--- src/include/dfs_defs.svh ---
/*
  Register offsets, field positions, reset values and masks of the drive
  fault/status/command register bank. Assumes inclusion by bare name.
*/
`ifndef DFS_DEFS_SVH
`define DFS_DEFS_SVH

`define DFS_BCAST_ADDR 8'h00
`define DFS_OFS_CMD 16'h0001
`define DFS_OFS_FREQ 16'h0002
`define DFS_OFS_CF1 16'h00d0
`define DFS_OFS_CF2 16'h00d1
`define DFS_OFS_OPT 16'h00d8
`define DFS_OFS_CUR 16'h00fb
`define DFS_OFS_LOG 16'h00e0

`define DFS_CMD_RST 16'h0000
`define DFS_FREQ_RST 16'h0000
`define DFS_CMD_MASK 16'h7033

`define DFS_CMD_RUN 0
`define DFS_CMD_REV 1
`define DFS_CMD_EXTF 4
`define DFS_CMD_FRST 5
`define DFS_CMD_MFI5 12
`define DFS_CMD_MFI6 13
`define DFS_CMD_MFI7 14

`define DFS_CF1_MASK 16'h79cc
`define DFS_CF2_MASK 16'h03ff
`define DFS_OPT_MASK 16'h001b

`define DFS_CF1_ADC 2
`define DFS_CF1_PWM 3
`define DFS_CF1_SPEC 6
`define DFS_CF1_TBL 7
`define DFS_CF1_EEP 8
`define DFS_CF1_RAM 11
`define DFS_CF1_FLASH 12
`define DFS_CF1_WDT 13
`define DFS_CF1_CTLA 14

`define DFS_CF2_CLK 0
`define DFS_CF2_TIM 1
`define DFS_CF2_CTLB 2
`define DFS_CF2_CTLC 3
`define DFS_CF2_PWRUP 4
`define DFS_CF2_COMMUP 5
`define DFS_CF2_ADC 6
`define DFS_CF2_PWMFB 7
`define DFS_CF2_CAP 8
`define DFS_CF2_TBA 9

`define DFS_OPT_COMPAT 0
`define DFS_OPT_UNCON 1
`define DFS_OPT_SELF 3
`define DFS_OPT_FLASH 4

`define DFS_CUR_DIV 16'h000a

`endif

--- src/include/dfs_pkg.sv ---
/*
  Types shared by the drive register bank.
  Assumes nothing of its surroundings.
*/
package dfs_pkg;
  typedef enum logic [1:0] {
    dfs_rsp_ok,
    dfs_rsp_bad_addr,
    dfs_rsp_none
  } dfs_rsp_t;
endpackage

--- src/dfs_fault_word.sv ---
/*
  One sticky fault status word: bits set by fault events, cleared by a
  fault reset, reserved positions forced to zero.
  Assumes events synchronous to core_clk.
*/
`timescale 1ns/1ps
module dfs_fault_word #(
  parameter int WIDTH = 16,
  parameter logic [15:0] USED_MASK = 16'hffff
) (
  input wire logic core_clk,
  input wire logic rstn,
  input wire logic [WIDTH-1:0] events,
  input wire logic clear,
  output logic [WIDTH-1:0] word_q
);
  logic [WIDTH-1:0] word_d;

  generate
    if (WIDTH != 16) begin : g_bad_width
      $error("fault word must be 16 bits wide");
    end
  endgenerate

  // set wins over clear so no fault is lost in the reset cycle
  always_comb begin
    word_d = ((clear ? '0 : word_q) | events) & USED_MASK[WIDTH-1:0];
  end

  always_ff @(posedge core_clk) begin
    if (!rstn) begin
      word_q <= '0;
    end else begin
      word_q <= word_d;
    end
  end
endmodule // dfs_fault_word

--- src/dfs_current_scale.sv ---
/*
  Output current monitor scaling: raw value in 0.01 A, reported in 0.01 A
  or, on large ratings, 0.1 A.
  Assumes large_rating is static during operation.
*/
`timescale 1ns/1ps
`include "dfs_defs.svh"
module dfs_current_scale (
  input wire logic core_clk,
  input wire logic rstn,
  input wire logic [15:0] current_centiamp,
  input wire logic large_rating,
  output logic [15:0] current_q
);
  logic [15:0] current_d;

  // constant divide; one cycle of latency is irrelevant for a monitor
  always_comb begin
    current_d = large_rating ? (current_centiamp / `DFS_CUR_DIV) : current_centiamp;
  end

  always_ff @(posedge core_clk) begin
    if (!rstn) begin
      current_q <= 16'h0000;
    end else begin
      current_q <= current_d;
    end
  end
endmodule // dfs_current_scale

--- src/dfs_regs.sv ---
/*
  Drive fault/status/command register bank, reached by decoded messages of
  the serial slave link (slave address, register number, read or write).
  A fault reset, the 0-to-1 write of command bit five, clears the three
  fault words and the error log one cycle after the write is taken.
  Broadcast reads are dropped without an answer or any effect.
  Command outputs follow the stored word one cycle later; the three multi-function inputs also need their mfi_enable bit set.
  Assumes the link layer delivers one message per req_valid pulse and that
  the multi-function input enable register lives outside and arrives as
  mfi_enable.
*/
`timescale 1ns/1ps
`include "dfs_defs.svh"
module dfs_regs (
  input wire logic core_clk,
  input wire logic rstn,
  input wire logic [7:0] own_slave_addr,
  input wire logic req_valid,
  input wire logic [7:0] req_slave_addr,
  input wire logic req_write,
  input wire logic [15:0] req_reg_addr,
  input wire logic [15:0] req_wdata,
  input wire logic [15:0] mfi_enable,
  input wire logic comm_err_event,
  input wire logic large_rating,
  input wire logic [15:0] current_centiamp,
  input wire logic adc_error_flag,
  input wire logic pwm_data_fault_flag,
  input wire logic board_spec_mismatch_flag,
  input wire logic terminal_board_link_fault,
  input wire logic eeprom_link_fault,
  input wire logic ram_fault_flag,
  input wire logic flash_fault_flag,
  input wire logic watchdog_exception_flag,
  input wire logic control_circuit_fault_a,
  input wire logic clock_fault_flag,
  input wire logic timing_fault_flag,
  input wire logic control_circuit_fault_b,
  input wire logic control_circuit_fault_c,
  input wire logic powerup_hw_fault,
  input wire logic comm_startup_hw_fault,
  input wire logic adc_fault_flag,
  input wire logic pwm_feedback_fault,
  input wire logic capacity_signal_fault,
  input wire logic terminal_board_absent,
  input wire logic option_compat_error,
  input wire logic option_unconnected,
  input wire logic option_selftest_error,
  input wire logic option_flash_mode_error,
  output logic rsp_valid_q,
  output logic [15:0] rsp_data_q,
  output logic rsp_err_q,
  output logic run_cmd_q,
  output logic reverse_cmd_q,
  output logic ext_fault_cmd_q,
  output logic fault_reset_q,
  output logic multifunction_input_five_q,
  output logic multifunction_input_six_q,
  output logic multifunction_input_seven_q,
  output logic [15:0] freq_ref_q,
  output logic comm_err_log_q
);
  logic [15:0] cmd_q;
  logic [15:0] cmd_d;
  logic [15:0] freq_d;
  logic log_d;
  logic fault_reset_d;
  logic rsp_valid_d;
  logic [15:0] rsp_data_d;
  logic rsp_err_d;
  logic run_d;
  logic rev_d;
  logic extf_d;
  logic mfi5_d;
  logic mfi6_d;
  logic mfi7_d;
  // raw event maps and their sticky copies
  logic [15:0] cf1_ev;
  logic [15:0] cf2_ev;
  logic [15:0] opt_ev;
  logic [15:0] cf1_q;
  logic [15:0] cf2_q;
  logic [15:0] opt_q;
  logic [15:0] cur_q;
  // decoded message kinds
  logic addressed;
  logic bcast;
  logic wr_cmd;
  logic wr_freq;
  dfs_pkg::dfs_rsp_t rsp_kind;

  always_comb begin
    cf1_ev = 16'h0000;
    cf1_ev[`DFS_CF1_ADC] = adc_error_flag;
    cf1_ev[`DFS_CF1_PWM] = pwm_data_fault_flag;
    cf1_ev[`DFS_CF1_SPEC] = board_spec_mismatch_flag;
    cf1_ev[`DFS_CF1_TBL] = terminal_board_link_fault;
    cf1_ev[`DFS_CF1_EEP] = eeprom_link_fault;
    cf1_ev[`DFS_CF1_RAM] = ram_fault_flag;
    cf1_ev[`DFS_CF1_FLASH] = flash_fault_flag;
    cf1_ev[`DFS_CF1_WDT] = watchdog_exception_flag;
    cf1_ev[`DFS_CF1_CTLA] = control_circuit_fault_a;
  end

  // clock, timing, two control-path, two startup, ADC, PWM feedback, capacity and terminal board faults
  always_comb begin
    cf2_ev = 16'h0000;
    cf2_ev[`DFS_CF2_CLK] = clock_fault_flag;
    cf2_ev[`DFS_CF2_TIM] = timing_fault_flag;
    cf2_ev[`DFS_CF2_CTLB] = control_circuit_fault_b;
    cf2_ev[`DFS_CF2_CTLC] = control_circuit_fault_c;
    cf2_ev[`DFS_CF2_PWRUP] = powerup_hw_fault;
    cf2_ev[`DFS_CF2_COMMUP] = comm_startup_hw_fault;
    cf2_ev[`DFS_CF2_ADC] = adc_fault_flag;
    cf2_ev[`DFS_CF2_PWMFB] = pwm_feedback_fault;
    cf2_ev[`DFS_CF2_CAP] = capacity_signal_fault;
    cf2_ev[`DFS_CF2_TBA] = terminal_board_absent;
  end

  // option card map, bit 2 unused
  always_comb begin
    opt_ev = 16'h0000;
    opt_ev[`DFS_OPT_COMPAT] = option_compat_error;
    opt_ev[`DFS_OPT_UNCON] = option_unconnected;
    opt_ev[`DFS_OPT_SELF] = option_selftest_error;
    opt_ev[`DFS_OPT_FLASH] = option_flash_mode_error;
  end

  dfs_fault_word #(.WIDTH(16), .USED_MASK(`DFS_CF1_MASK)) u_cf1 (
    .core_clk(core_clk),
    .rstn(rstn),
    .events(cf1_ev),
    .clear(fault_reset_q),
    .word_q(cf1_q)
  );

  // all three words clear on the registered fault reset pulse
  dfs_fault_word #(.WIDTH(16), .USED_MASK(`DFS_CF2_MASK)) u_cf2 (
    .core_clk(core_clk),
    .rstn(rstn),
    .events(cf2_ev),
    .clear(fault_reset_q),
    .word_q(cf2_q)
  );

  dfs_fault_word #(.WIDTH(16), .USED_MASK(`DFS_OPT_MASK)) u_opt (
    .core_clk(core_clk),
    .rstn(rstn),
    .events(opt_ev),
    .clear(fault_reset_q),
    .word_q(opt_q)
  );

  // unit chosen by rating
  // scaling sits in its own flop; the extra cycle is harmless for a monitor
  dfs_current_scale u_cur (
    .core_clk(core_clk),
    .rstn(rstn),
    .current_centiamp(current_centiamp),
    .large_rating(large_rating),
    .current_q(cur_q)
  );

  // message decode and register writes
  always_comb begin
    bcast = req_valid && (req_slave_addr == `DFS_BCAST_ADDR);
    // an own address of zero would alias broadcast, so it never answers
    addressed = req_valid && (req_slave_addr == own_slave_addr) && !bcast;
    wr_cmd = (addressed || bcast) && req_write && (req_reg_addr == `DFS_OFS_CMD);
    wr_freq = (addressed || bcast) && req_write && (req_reg_addr == `DFS_OFS_FREQ);
    cmd_d = cmd_q;
    freq_d = freq_ref_q;
    // reserved command bits are never stored, so they read back zero
    if (wr_cmd) begin
      cmd_d = req_wdata & `DFS_CMD_MASK;
    end
    if (wr_freq) begin
      freq_d = req_wdata;
    end
    // reset request on rising bit five
    fault_reset_d = wr_cmd && req_wdata[`DFS_CMD_FRST] && !cmd_q[`DFS_CMD_FRST];
    // log sticky, only fault reset clears
    log_d = comm_err_event || (comm_err_log_q && !fault_reset_q);
  end

  // command outputs
  // enable gating applies every cycle, so a later enable change takes effect
  always_comb begin
    run_d = cmd_q[`DFS_CMD_RUN];
    rev_d = cmd_q[`DFS_CMD_REV];
    extf_d = cmd_q[`DFS_CMD_EXTF];
    mfi5_d = cmd_q[`DFS_CMD_MFI5] && mfi_enable[`DFS_CMD_MFI5];
    mfi6_d = cmd_q[`DFS_CMD_MFI6] && mfi_enable[`DFS_CMD_MFI6];
    mfi7_d = cmd_q[`DFS_CMD_MFI7] && mfi_enable[`DFS_CMD_MFI7];
  end

  // answer path
  always_comb begin
    // data stays zero on writes and errors so stale words never leak
    rsp_kind = dfs_pkg::dfs_rsp_ok;
    rsp_data_d = 16'h0000;
    if (!addressed) begin
      rsp_kind = dfs_pkg::dfs_rsp_none;
    end else if (!req_write) begin
      case (req_reg_addr)
        `DFS_OFS_CMD: rsp_data_d = cmd_q;
        `DFS_OFS_FREQ: rsp_data_d = freq_ref_q;
        `DFS_OFS_CF1: rsp_data_d = cf1_q;
        `DFS_OFS_CF2: rsp_data_d = cf2_q;
        `DFS_OFS_OPT: rsp_data_d = opt_q;
        `DFS_OFS_CUR: rsp_data_d = cur_q;
        `DFS_OFS_LOG: rsp_data_d = {15'h0000, comm_err_log_q};
        default: rsp_kind = dfs_pkg::dfs_rsp_bad_addr;
      endcase
    end else begin
      // writes to status words acknowledged, not stored
      // answering ok lets a block write run on past the status words
      case (req_reg_addr)
        `DFS_OFS_CMD,
        `DFS_OFS_FREQ,
        `DFS_OFS_CF1,
        `DFS_OFS_CF2,
        `DFS_OFS_OPT,
        `DFS_OFS_CUR,
        `DFS_OFS_LOG: rsp_kind = dfs_pkg::dfs_rsp_ok;
        default: rsp_kind = dfs_pkg::dfs_rsp_bad_addr;
      endcase
    end
    rsp_valid_d = (rsp_kind != dfs_pkg::dfs_rsp_none);
    rsp_err_d = (rsp_kind == dfs_pkg::dfs_rsp_bad_addr);
  end

  // command and frequency registers
  always_ff @(posedge core_clk) begin
    if (!rstn) begin
      cmd_q <= `DFS_CMD_RST;
      freq_ref_q <= `DFS_FREQ_RST;
    end else begin
      cmd_q <= cmd_d;
      freq_ref_q <= freq_d;
    end
  end

  // reset pulse and sticky error log
  always_ff @(posedge core_clk) begin
    if (!rstn) begin
      fault_reset_q <= 1'b0;
      comm_err_log_q <= 1'b0;
    end else begin
      fault_reset_q <= fault_reset_d;
      comm_err_log_q <= log_d;
    end
  end

  // answer frame registers, one cycle each
  always_ff @(posedge core_clk) begin
    if (!rstn) begin
      rsp_valid_q <= 1'b0;
      rsp_data_q <= 16'h0000;
      rsp_err_q <= 1'b0;
    end else begin
      rsp_valid_q <= rsp_valid_d;
      rsp_data_q <= rsp_data_d;
      rsp_err_q <= rsp_err_d;
    end
  end

  // command outputs registered so every pin comes from a flop
  always_ff @(posedge core_clk) begin
    if (!rstn) begin
      run_cmd_q <= 1'b0;
      reverse_cmd_q <= 1'b0;
      ext_fault_cmd_q <= 1'b0;
      multifunction_input_five_q <= 1'b0;
      multifunction_input_six_q <= 1'b0;
      multifunction_input_seven_q <= 1'b0;
    end else begin
      run_cmd_q <= run_d;
      reverse_cmd_q <= rev_d;
      ext_fault_cmd_q <= extf_d;
      multifunction_input_five_q <= mfi5_d;
      multifunction_input_six_q <= mfi6_d;
      multifunction_input_seven_q <= mfi7_d;
    end
  end
endmodule // dfs_regs

--- config.mk ---
export PLATFORM = sky130hd
export DESIGN_NAME = dfs_regs
export DESIGN_NICKNAME = d
export VERILOG_FILES = /design/src/include/dfs_pkg.sv /design/src/dfs_fault_word.sv /design/src/dfs_current_scale.sv /design/src/dfs_regs.sv
export VERILOG_INCLUDE_DIRS = /design/src /design/src/include
export SDC_FILE = /design/constraint.sdc
export NUM_CORES = 1
export LEC_CHECK = 0
export BUFFER_PORTS_ARGS = -buffer_cell sky130_fd_sc_hd__buf_2
export CORE_ASPECT_RATIO = 0.9
export CORE_MARGIN = 2
export CORE_UTILIZATION = 50
export CTS_BUF_LIST = sky130_fd_sc_hd__clkbuf_16
export DETAILED_ROUTE_END_ITERATION = 6
export PLACE_DENSITY = 0.84
export SYNTH_ARGS = -nofsm -noshare
export SYNTH_HDL_FRONTEND = slang
export SYNTH_SLANG_ARGS = --single-unit
--- constraint.sdc ---
create_clock -name core_clk -period 11.9 [get_ports core_clk]
set_clock_uncertainty 0.1 [all_clocks]
set_input_delay 2.975 -clock core_clk [delete_from_list [all_inputs] [get_ports core_clk]]
set_output_delay 2.975 -clock core_clk [all_outputs]
set_load 0.02 [all_outputs]
==> flow_summary.json, run 1 <==
{
  "rrSetupSlack_ns": 10.50,
  "internal-power_w": 0.000515,
  "grt_pass1_vias": 4726,
  "seqCellArea_um2": 1760,
  "async_reset_ff_share_pct": 0,
  "layout.nets": 813,
  "worst_slew_pin_slew_ns": 1.19,
  "min_period_over_period_pct": 59.8,
  "die_area_um2": 10800,
  "holdCritPathClass": "flop to flop",
  "synth_edf_count": 0,
  "tritoncts": "built",
  "regToRegEndpoint": "u_cf2.word_q[9]",
  "crit_fanout": 17,
  "syn_nets": 708,
  "fmax_mhz": 140,
  "area_growth_syn_to_layout_pct": 19.1,
  "power.clock.fraction_pct": 34.8,
  "max-vdd-ir-drop_uv": 88.7,
  "wirelength_um": 14200,
  "synth_cells": 599,
  "power_switching_share_pct": 30.1,
  "clock_sinks": 88,
  "stdcell_area_um2": 5920,
  "clk_pin_slew_ns": 0.07,
  "vias": 5131,
  "clkLatencyLatePin_ns": 0.33,
  "comb_power_share_pct": 22.9,
  "path_class": "input port to flop",
  "cts_root_buf": "clkbuf_16",
  "fillCellCount": 812,
  "post-dp-hpwl_um": 10200,
  "cp-end-kind": "flop",
  "rsz0062_at_grt": "no",
  "synth_most_common_cell": "nor2_1",
  "drtIter0Drc": 609,
  "arrival_ns": 7.25,
  "grt_max_degree": 37,
  "pwr_density_cell_nw_per_um2": 125,
  "dieHeight_um": 98.6,
  "cts_buffers": 9,
  "chipWidth_um": 109,
  "layout_min_cycle_time_ns": 7.12,
  "rows": 34,
  "layout-drive-gt1-share_pct": 25.4,
  "start_util_pct": 51.5,
  "multi_input_area_um2": 2980,
  "grt_usage_pct": 25.3,
  "seqPwrFrac_pct": 42.2,
  "ant_nets": 0,
  "yosysTopAreaCellShare_pct": 35.4,
  "ys_seq_elements": 88,
  "yosys_warnings": 0,
  "post_synth.cell_area_avg_um2": 8.30,
  "grt_first_pass_wirelength_um": 22100,
  "yosysSeqAreaShare_pct": 35.4,
  "wire_per_inst_um": 16.9,
  "gp_congestion": 0.902,
  "timing.rr.start": "fault_reset_q",
  "maxSlewViolCount": 0,
  "report.final.hold_viol_count": 0,
  "critPathLaunch": "current_centiamp[13]",
  "antenna_found_initial": 1,
  "holdWs_ns": 0.361,
  "synth_flop_cell": "dfxtp_1",
  "whs_path_depth": 1,
  "viasPerCell": 6.14,
  "synth_commonest_cells": "nor2_1, dfxtp_1, a21oi_1",
  "synthesis.area_um2": 4970,
  "slew-limit-headroom_pct": 20.4,
  "core_area_um2": 9660,
  "post_cts_resized": 0,
  "p_switching_w": 0.000222,
  "drc": 0,
  "drtPass1Iterations": 6,
  "crit_required_ns": 12.03,
  "post_cts_buffers": 0,
  "ios": 151,
  "cp-start-kind": "input port",
  "synthDistinctLibCells": 89,
  "max-cap-violations": 0,
  "hold_buffers": 0,
  "yosysTopAreaCell": "dfxtp_1",
  "place_area_um2": 5650,
  "tns_ns": 0,
  "total_leakage_power_nw": 2.57,
  "rr_worst_depth": 3,
  "synth_area_leaders": "dfxtp_1, nor2_1, mux2i_1",
  "setup_viol": 0,
  "grt_overflow": 0,
  "clock_tree.buffer_depth": 2,
  "status": "finished, final reports clean",
  "cts-htree-levels": 3,
  "endpoint": "u_cur.current_q[1]",
  "worstHoldStart": "cmd_q[5]",
  "portBuffers": 137
}
## through the flow
stage	instances	power [W]	util (%)	setup WS, ns
floorplan	599	0.000443	-	5.35
global placement	819	0.000477	58.5	4.62
detailed placement	819	0.000483	58.5	4.50
CTS	834	0.000733	61.3	4.84
global route	835	0.000766	61.3	4.51
finish	835	0.000737	61.3	4.78
## flip-flops by register name, summed over array words and instances, names as in the netlist
| register | flops |
|---|---|
| freq_ref_q | 16 |
| rsp_data_q | 16 |
| u_cur.current_q | 16 |
| u_cf2.word_q | 10 |
| u_cf1.word_q | 9 |
| cmd_q | 7 |
| u_opt.word_q | 4 |
| comm_err_log_q | 1 |
| ext_fault_cmd_q | 1 |
| fault_reset_q | 1 |
| multifunction_input_five_q | 1 |
| multifunction_input_seven_q | 1 |
| multifunction_input_six_q | 1 |
| reverse_cmd_q | 1 |
| rsp_err_q | 1 |
| rsp_valid_q | 1 |
| run_cmd_q | 1 |
## critical path, stage by stage
cell       delay [ns]
buf_2            0.25
and2b_4          0.26
a31oi_1          0.33
a32oi_4          0.16
a2111oi_0        0.47
nor3_1           0.13
nand3_1          0.38
nand4b_1         0.18
or4b_1           0.47
a32oi_2          0.55
o31ai_2          0.16
or3_1            0.38
o32ai_1          0.17
a211oi_1         0.09
a32o_1           0.27
## logic make-up (layout without fill, tap and decap cells)
logic type	count (synthesis)	in the layout	synth area share, %
AO/OA/AOI/OAI	186	186	28.1
XOR/XNOR	16	16	2.82
adder cells (fa/ha/maj)	1	1	0.201
buffers and inverters	57	166	5.06
flip-flops	88	88	35.4
multiplexers	30	30	6.09
other	0	1	0
AND/OR/NAND/NOR	221	221	22.3
## area by class of cell
type	count	share of cell area, %
diodes	1	0.0423
multi-input cells	454	50.4
clock buffers	9	3.80
flip-flops and latches	88	29.8
repair buffers	138	11.7
well taps	126	2.66
inverters	13	0.824
clock inverters	6	0.782
## cells in the final DEF, fill, tap and decap left out, types with 3 or more instances in the layout
master	instances
buf_2	137
nor2_1	90
dfxtp_1	88
a21oi_1	50
nand2_1	32
mux2i_1	28
a22oi_1	25
o21ai_0	20
nor3_1	15
nand3_1	15
a211oi_1	12
inv_1	11
nor4_1	10
clkbuf_16	9
xor2_1	8
nand2b_1	8
xnor2_1	8
and2_1	8
a31oi_1	8
a222oi_1	6
o211ai_1	5
o21ai_1	5
nand4_1	5
nand4b_1	5
or3_1	4
a211o_1	3
o22a_1	3
or2_2	3
and3_1	3
## worst min-delay path by stage
stage                      to
3_3_place_gp    fault_reset_q
3_5_place_dp   rsp_data_q[10]
5_1_grt         fault_reset_q
2_1_floorplan   fault_reset_q
6_report        fault_reset_q
4_1_cts         fault_reset_q
## layer usage
layer / routed length (um) / part of all wire (%) / GRT usage, % / vias up
li1: - / - / - / 2453
met4: 334 / 2.4 / 10.6 / 0
met3: 1060 / 7.5 / 3.44 / 30
met1: 5960 / 42 / 32.1 / 2380
met5: 0 / 0 / 0 / -
met2: 6800 / 48 / 43.0 / 268
## power by group through the flow
| stage | logic, W | registers [W] | clock network, W |
|---|---|---|---|
| floorplan | 0.000127 | 0.000316 | 0 |
| global placement | 0.000160 | 0.000317 | 0 |
| detailed placement | 0.000165 | 0.000318 | 0 |
| CTS | 0.000166 | 0.000311 | 0.000256 |
| global route | 0.000187 | 0.000312 | 0.000268 |
| finish | 0.000169 | 0.000311 | 0.000257 |
(Power assumes the default switching activity.)
==> run 2: changes to the inputs <==
--- a/config.mk
+++ b/config.mk
@@ -9,10 +9,10 @@
 export BUFFER_PORTS_ARGS = -buffer_cell sky130_fd_sc_hd__buf_2
 export CORE_ASPECT_RATIO = 0.9
 export CORE_MARGIN = 2
-export CORE_UTILIZATION = 50
+export CORE_UTILIZATION = 47
 export CTS_BUF_LIST = sky130_fd_sc_hd__clkbuf_16
 export DETAILED_ROUTE_END_ITERATION = 6
-export PLACE_DENSITY = 0.84
+export PLACE_DENSITY = 0.83
 export SYNTH_ARGS = -nofsm -noshare
 export SYNTH_HDL_FRONTEND = slang
 export SYNTH_SLANG_ARGS = --single-unit
==> constraint.sdc (replaced) <==
create_clock -name core_clk -period 6.35 [get_ports core_clk]
set_clock_uncertainty 0.1 [all_clocks]
set_input_delay 1.5875 -clock core_clk [delete_from_list [all_inputs] [get_ports core_clk]]
set_output_delay 1.5875 -clock core_clk [all_outputs]
set_load 0.02 [all_outputs]
==> run 2 against run 1 <==
Die area increased by 6.1%. First-iteration DRC count increased by 6.1%. Total power increased by 92%. Via count increased by 2.0%. Wire length increased by 2.0%. Critical path depth unchanged. Sequential power increased by 87%. Critical endpoint unchanged. Largest cell class unchanged. Highest routed layer unchanged.
==> flow_summary.json, run 2 (synthesis gave the netlist of run 1 again) <==
{
  "cp-end-kind": "flop",
  "rows": 35,
  "layout_min_cycle_time_ns": 5.72,
  "pwr_density_cell_nw_per_um2": 236,
  "maxSlewViolCount": 0,
  "whs_path_depth": 1,
  "report.final.hold_viol_count": 0,
  "area_growth_syn_to_layout_pct": 20.3,
  "max-vdd-ir-drop_uv": 298,
  "place_ws_ns": 0.380,
  "start_util_pct": 48.3,
  "post-dp-hpwl_um": 10500,
  "regToRegEndpoint": "u_cf2.word_q[2]",
  "ios": 151,
  "viasPerCell": 6.21,
  "max-cap-violations": 0,
  "wirelength_um": 14400,
  "tns_ns": 0,
  "portBuffers": 137,
  "clk_pin_slew_ns": 0.06,
  "layout-drive-gt1-share_pct": 25.9,
  "grt_usage_pct": 24.7,
  "fmax_mhz": 175,
  "die_area_um2": 11400,
  "vias": 5235,
  "status": "finished, final reports clean",
  "crit_required_ns": 6.48,
  "cts-htree-levels": 3,
  "setup_viol": 0,
  "grt_overflow": 0,
  "post_cts_buffers": 0,
  "drtPass1Iterations": 5,
  "clock_sinks": 88,
  "layout_common_cells": "buf_2, nor2_1, dfxtp_1",
  "total_leakage_power_nw": 2.60,
  "gp_congestion": 0.933,
  "rrSetupSlack_ns": 4.95,
  "dieHeight_um": 102,
  "worst_slew_pin_slew_ns": 0.815,
  "core_area_um2": 10300,
  "rsz0062_at_grt": "no",
  "crit_fanout": 17,
  "hold_buffers": 0,
  "path_class": "input port to flop",
  "cp-start-kind": "input port",
  "stdcell_area_um2": 5980,
  "grt_max_degree": 31,
  "min_period_over_period_pct": 90.1,
  "layout_commonest_cell": "buf_2",
  "top_regs": "freq_ref_q: 16 flops, rsp_data_q: 16 flops, u_cur.current_q: 16 flops",
  "timing.rr.start": "fault_reset_q",
  "layout.nets": 819,
  "drc": 0,
  "worstHoldStart": "cmd_q[5]",
  "tritoncts": "built",
  "fin_ws_ns": 0.630,
  "wire_per_inst_um": 17.1,
  "clock_tree.buffer_depth": 2,
  "drtIter0Drc": 646,
  "slew-limit-headroom_pct": 45.6,
  "chipWidth_um": 112,
  "post_cts_resized": 0,
  "rr_worst_depth": 3,
  "ant_nets": 0,
  "diodes": 0,
  "clkLatencyLatePin_ns": 0.33,
  "cts_root_buf": "clkbuf_16",
  "antenna_found_initial": 0,
  "whs_endpoint": "fault_reset_q",
  "grt_first_pass_wirelength_um": 23200,
  "place_area_um2": 5690,
  "arrival_ns": 5.85,
  "holdCritPathClass": "flop to flop",
  "cts_buffers": 9,
  "grt_pass1_vias": 4781
}
==> run 2: worst max-delay path: stages <==
cell      delay [ns]
buf_2           0.28
and2b_1         0.25
xnor2_1         0.16
a211oi_2        0.45
a32oi_1         0.15
o221ai_2        0.33
and2_4          0.31
xnor2_1         0.12
or4b_1          0.53
a32oi_2         0.57
o31ai_2         0.17
nor4_1          0.36
nand2b_1        0.21
a211oi_1        0.09
a32o_1          0.27
==> run 2: cell type report <==
| cell class | count | area [um^2] |
|---|---|---|
| clock buffers | 9 | 225 |
| clock inverters | 6 | 62.6 |
| fillers | 873 | 4310 |
| inverters | 13 | 48.8 |
| multi-input cells | 454 | 2980 |
| flip-flops and latches | 88 | 1760 |
| well taps | 129 | 161 |
| repair buffers | 144 | 738 |
==> run 2: layer usage <==
| metal | vias up | GRT usage (%) | share of wire, % |
|---|---|---|---|
| met5 | - | 0 | 0 |
| met4 | 0 | 8.72 | 1.4 |
| met3 | 25 | 4.19 | 8.5 |
| met2 | 298 | 43.1 | 49 |
| met1 | 2460 | 31.1 | 41 |
| li1 | 2452 | - | - |
==> run 2: stage by stage <==
step / std cells / total power, W / hold WS, ns / util, %
after floorplan: 599 / 0.000831 / 0.319 / -
after global placement: 828 / 0.000897 / 0.335 / 55.3
after CTS: 843 / 0.00141 / 0.348 / 58.1
final: 843 / 0.00141 / 0.351 / 58.1
after detailed placement: 828 / 0.000910 / 0.340 / 55.3
after global routing: 843 / 0.00147 / 0.402 / 58.1
==> run 2: worst max-delay path by stage <==
stage                         startpoint                 end  slack [ns]  cells past startpoint
global placement    current_centiamp[12]  u_cur.current_q[1]        0.53                     15
CTS                 current_centiamp[12]  u_cur.current_q[1]        0.73                     15
detailed placement  current_centiamp[12]  u_cur.current_q[1]        0.38                     15
floorplan           current_centiamp[15]  u_cur.current_q[1]        1.19                     16
finish              current_centiamp[12]  u_cur.current_q[1]        0.63                     15
global route        current_centiamp[12]  u_cur.current_q[1]        0.25                     15
==> run 2: where the power goes <==
part,internal (W),switching (W)
clock network,0.000301,0.000207
logic,0.000128,0.000195
registers,0.000574,0.00000948
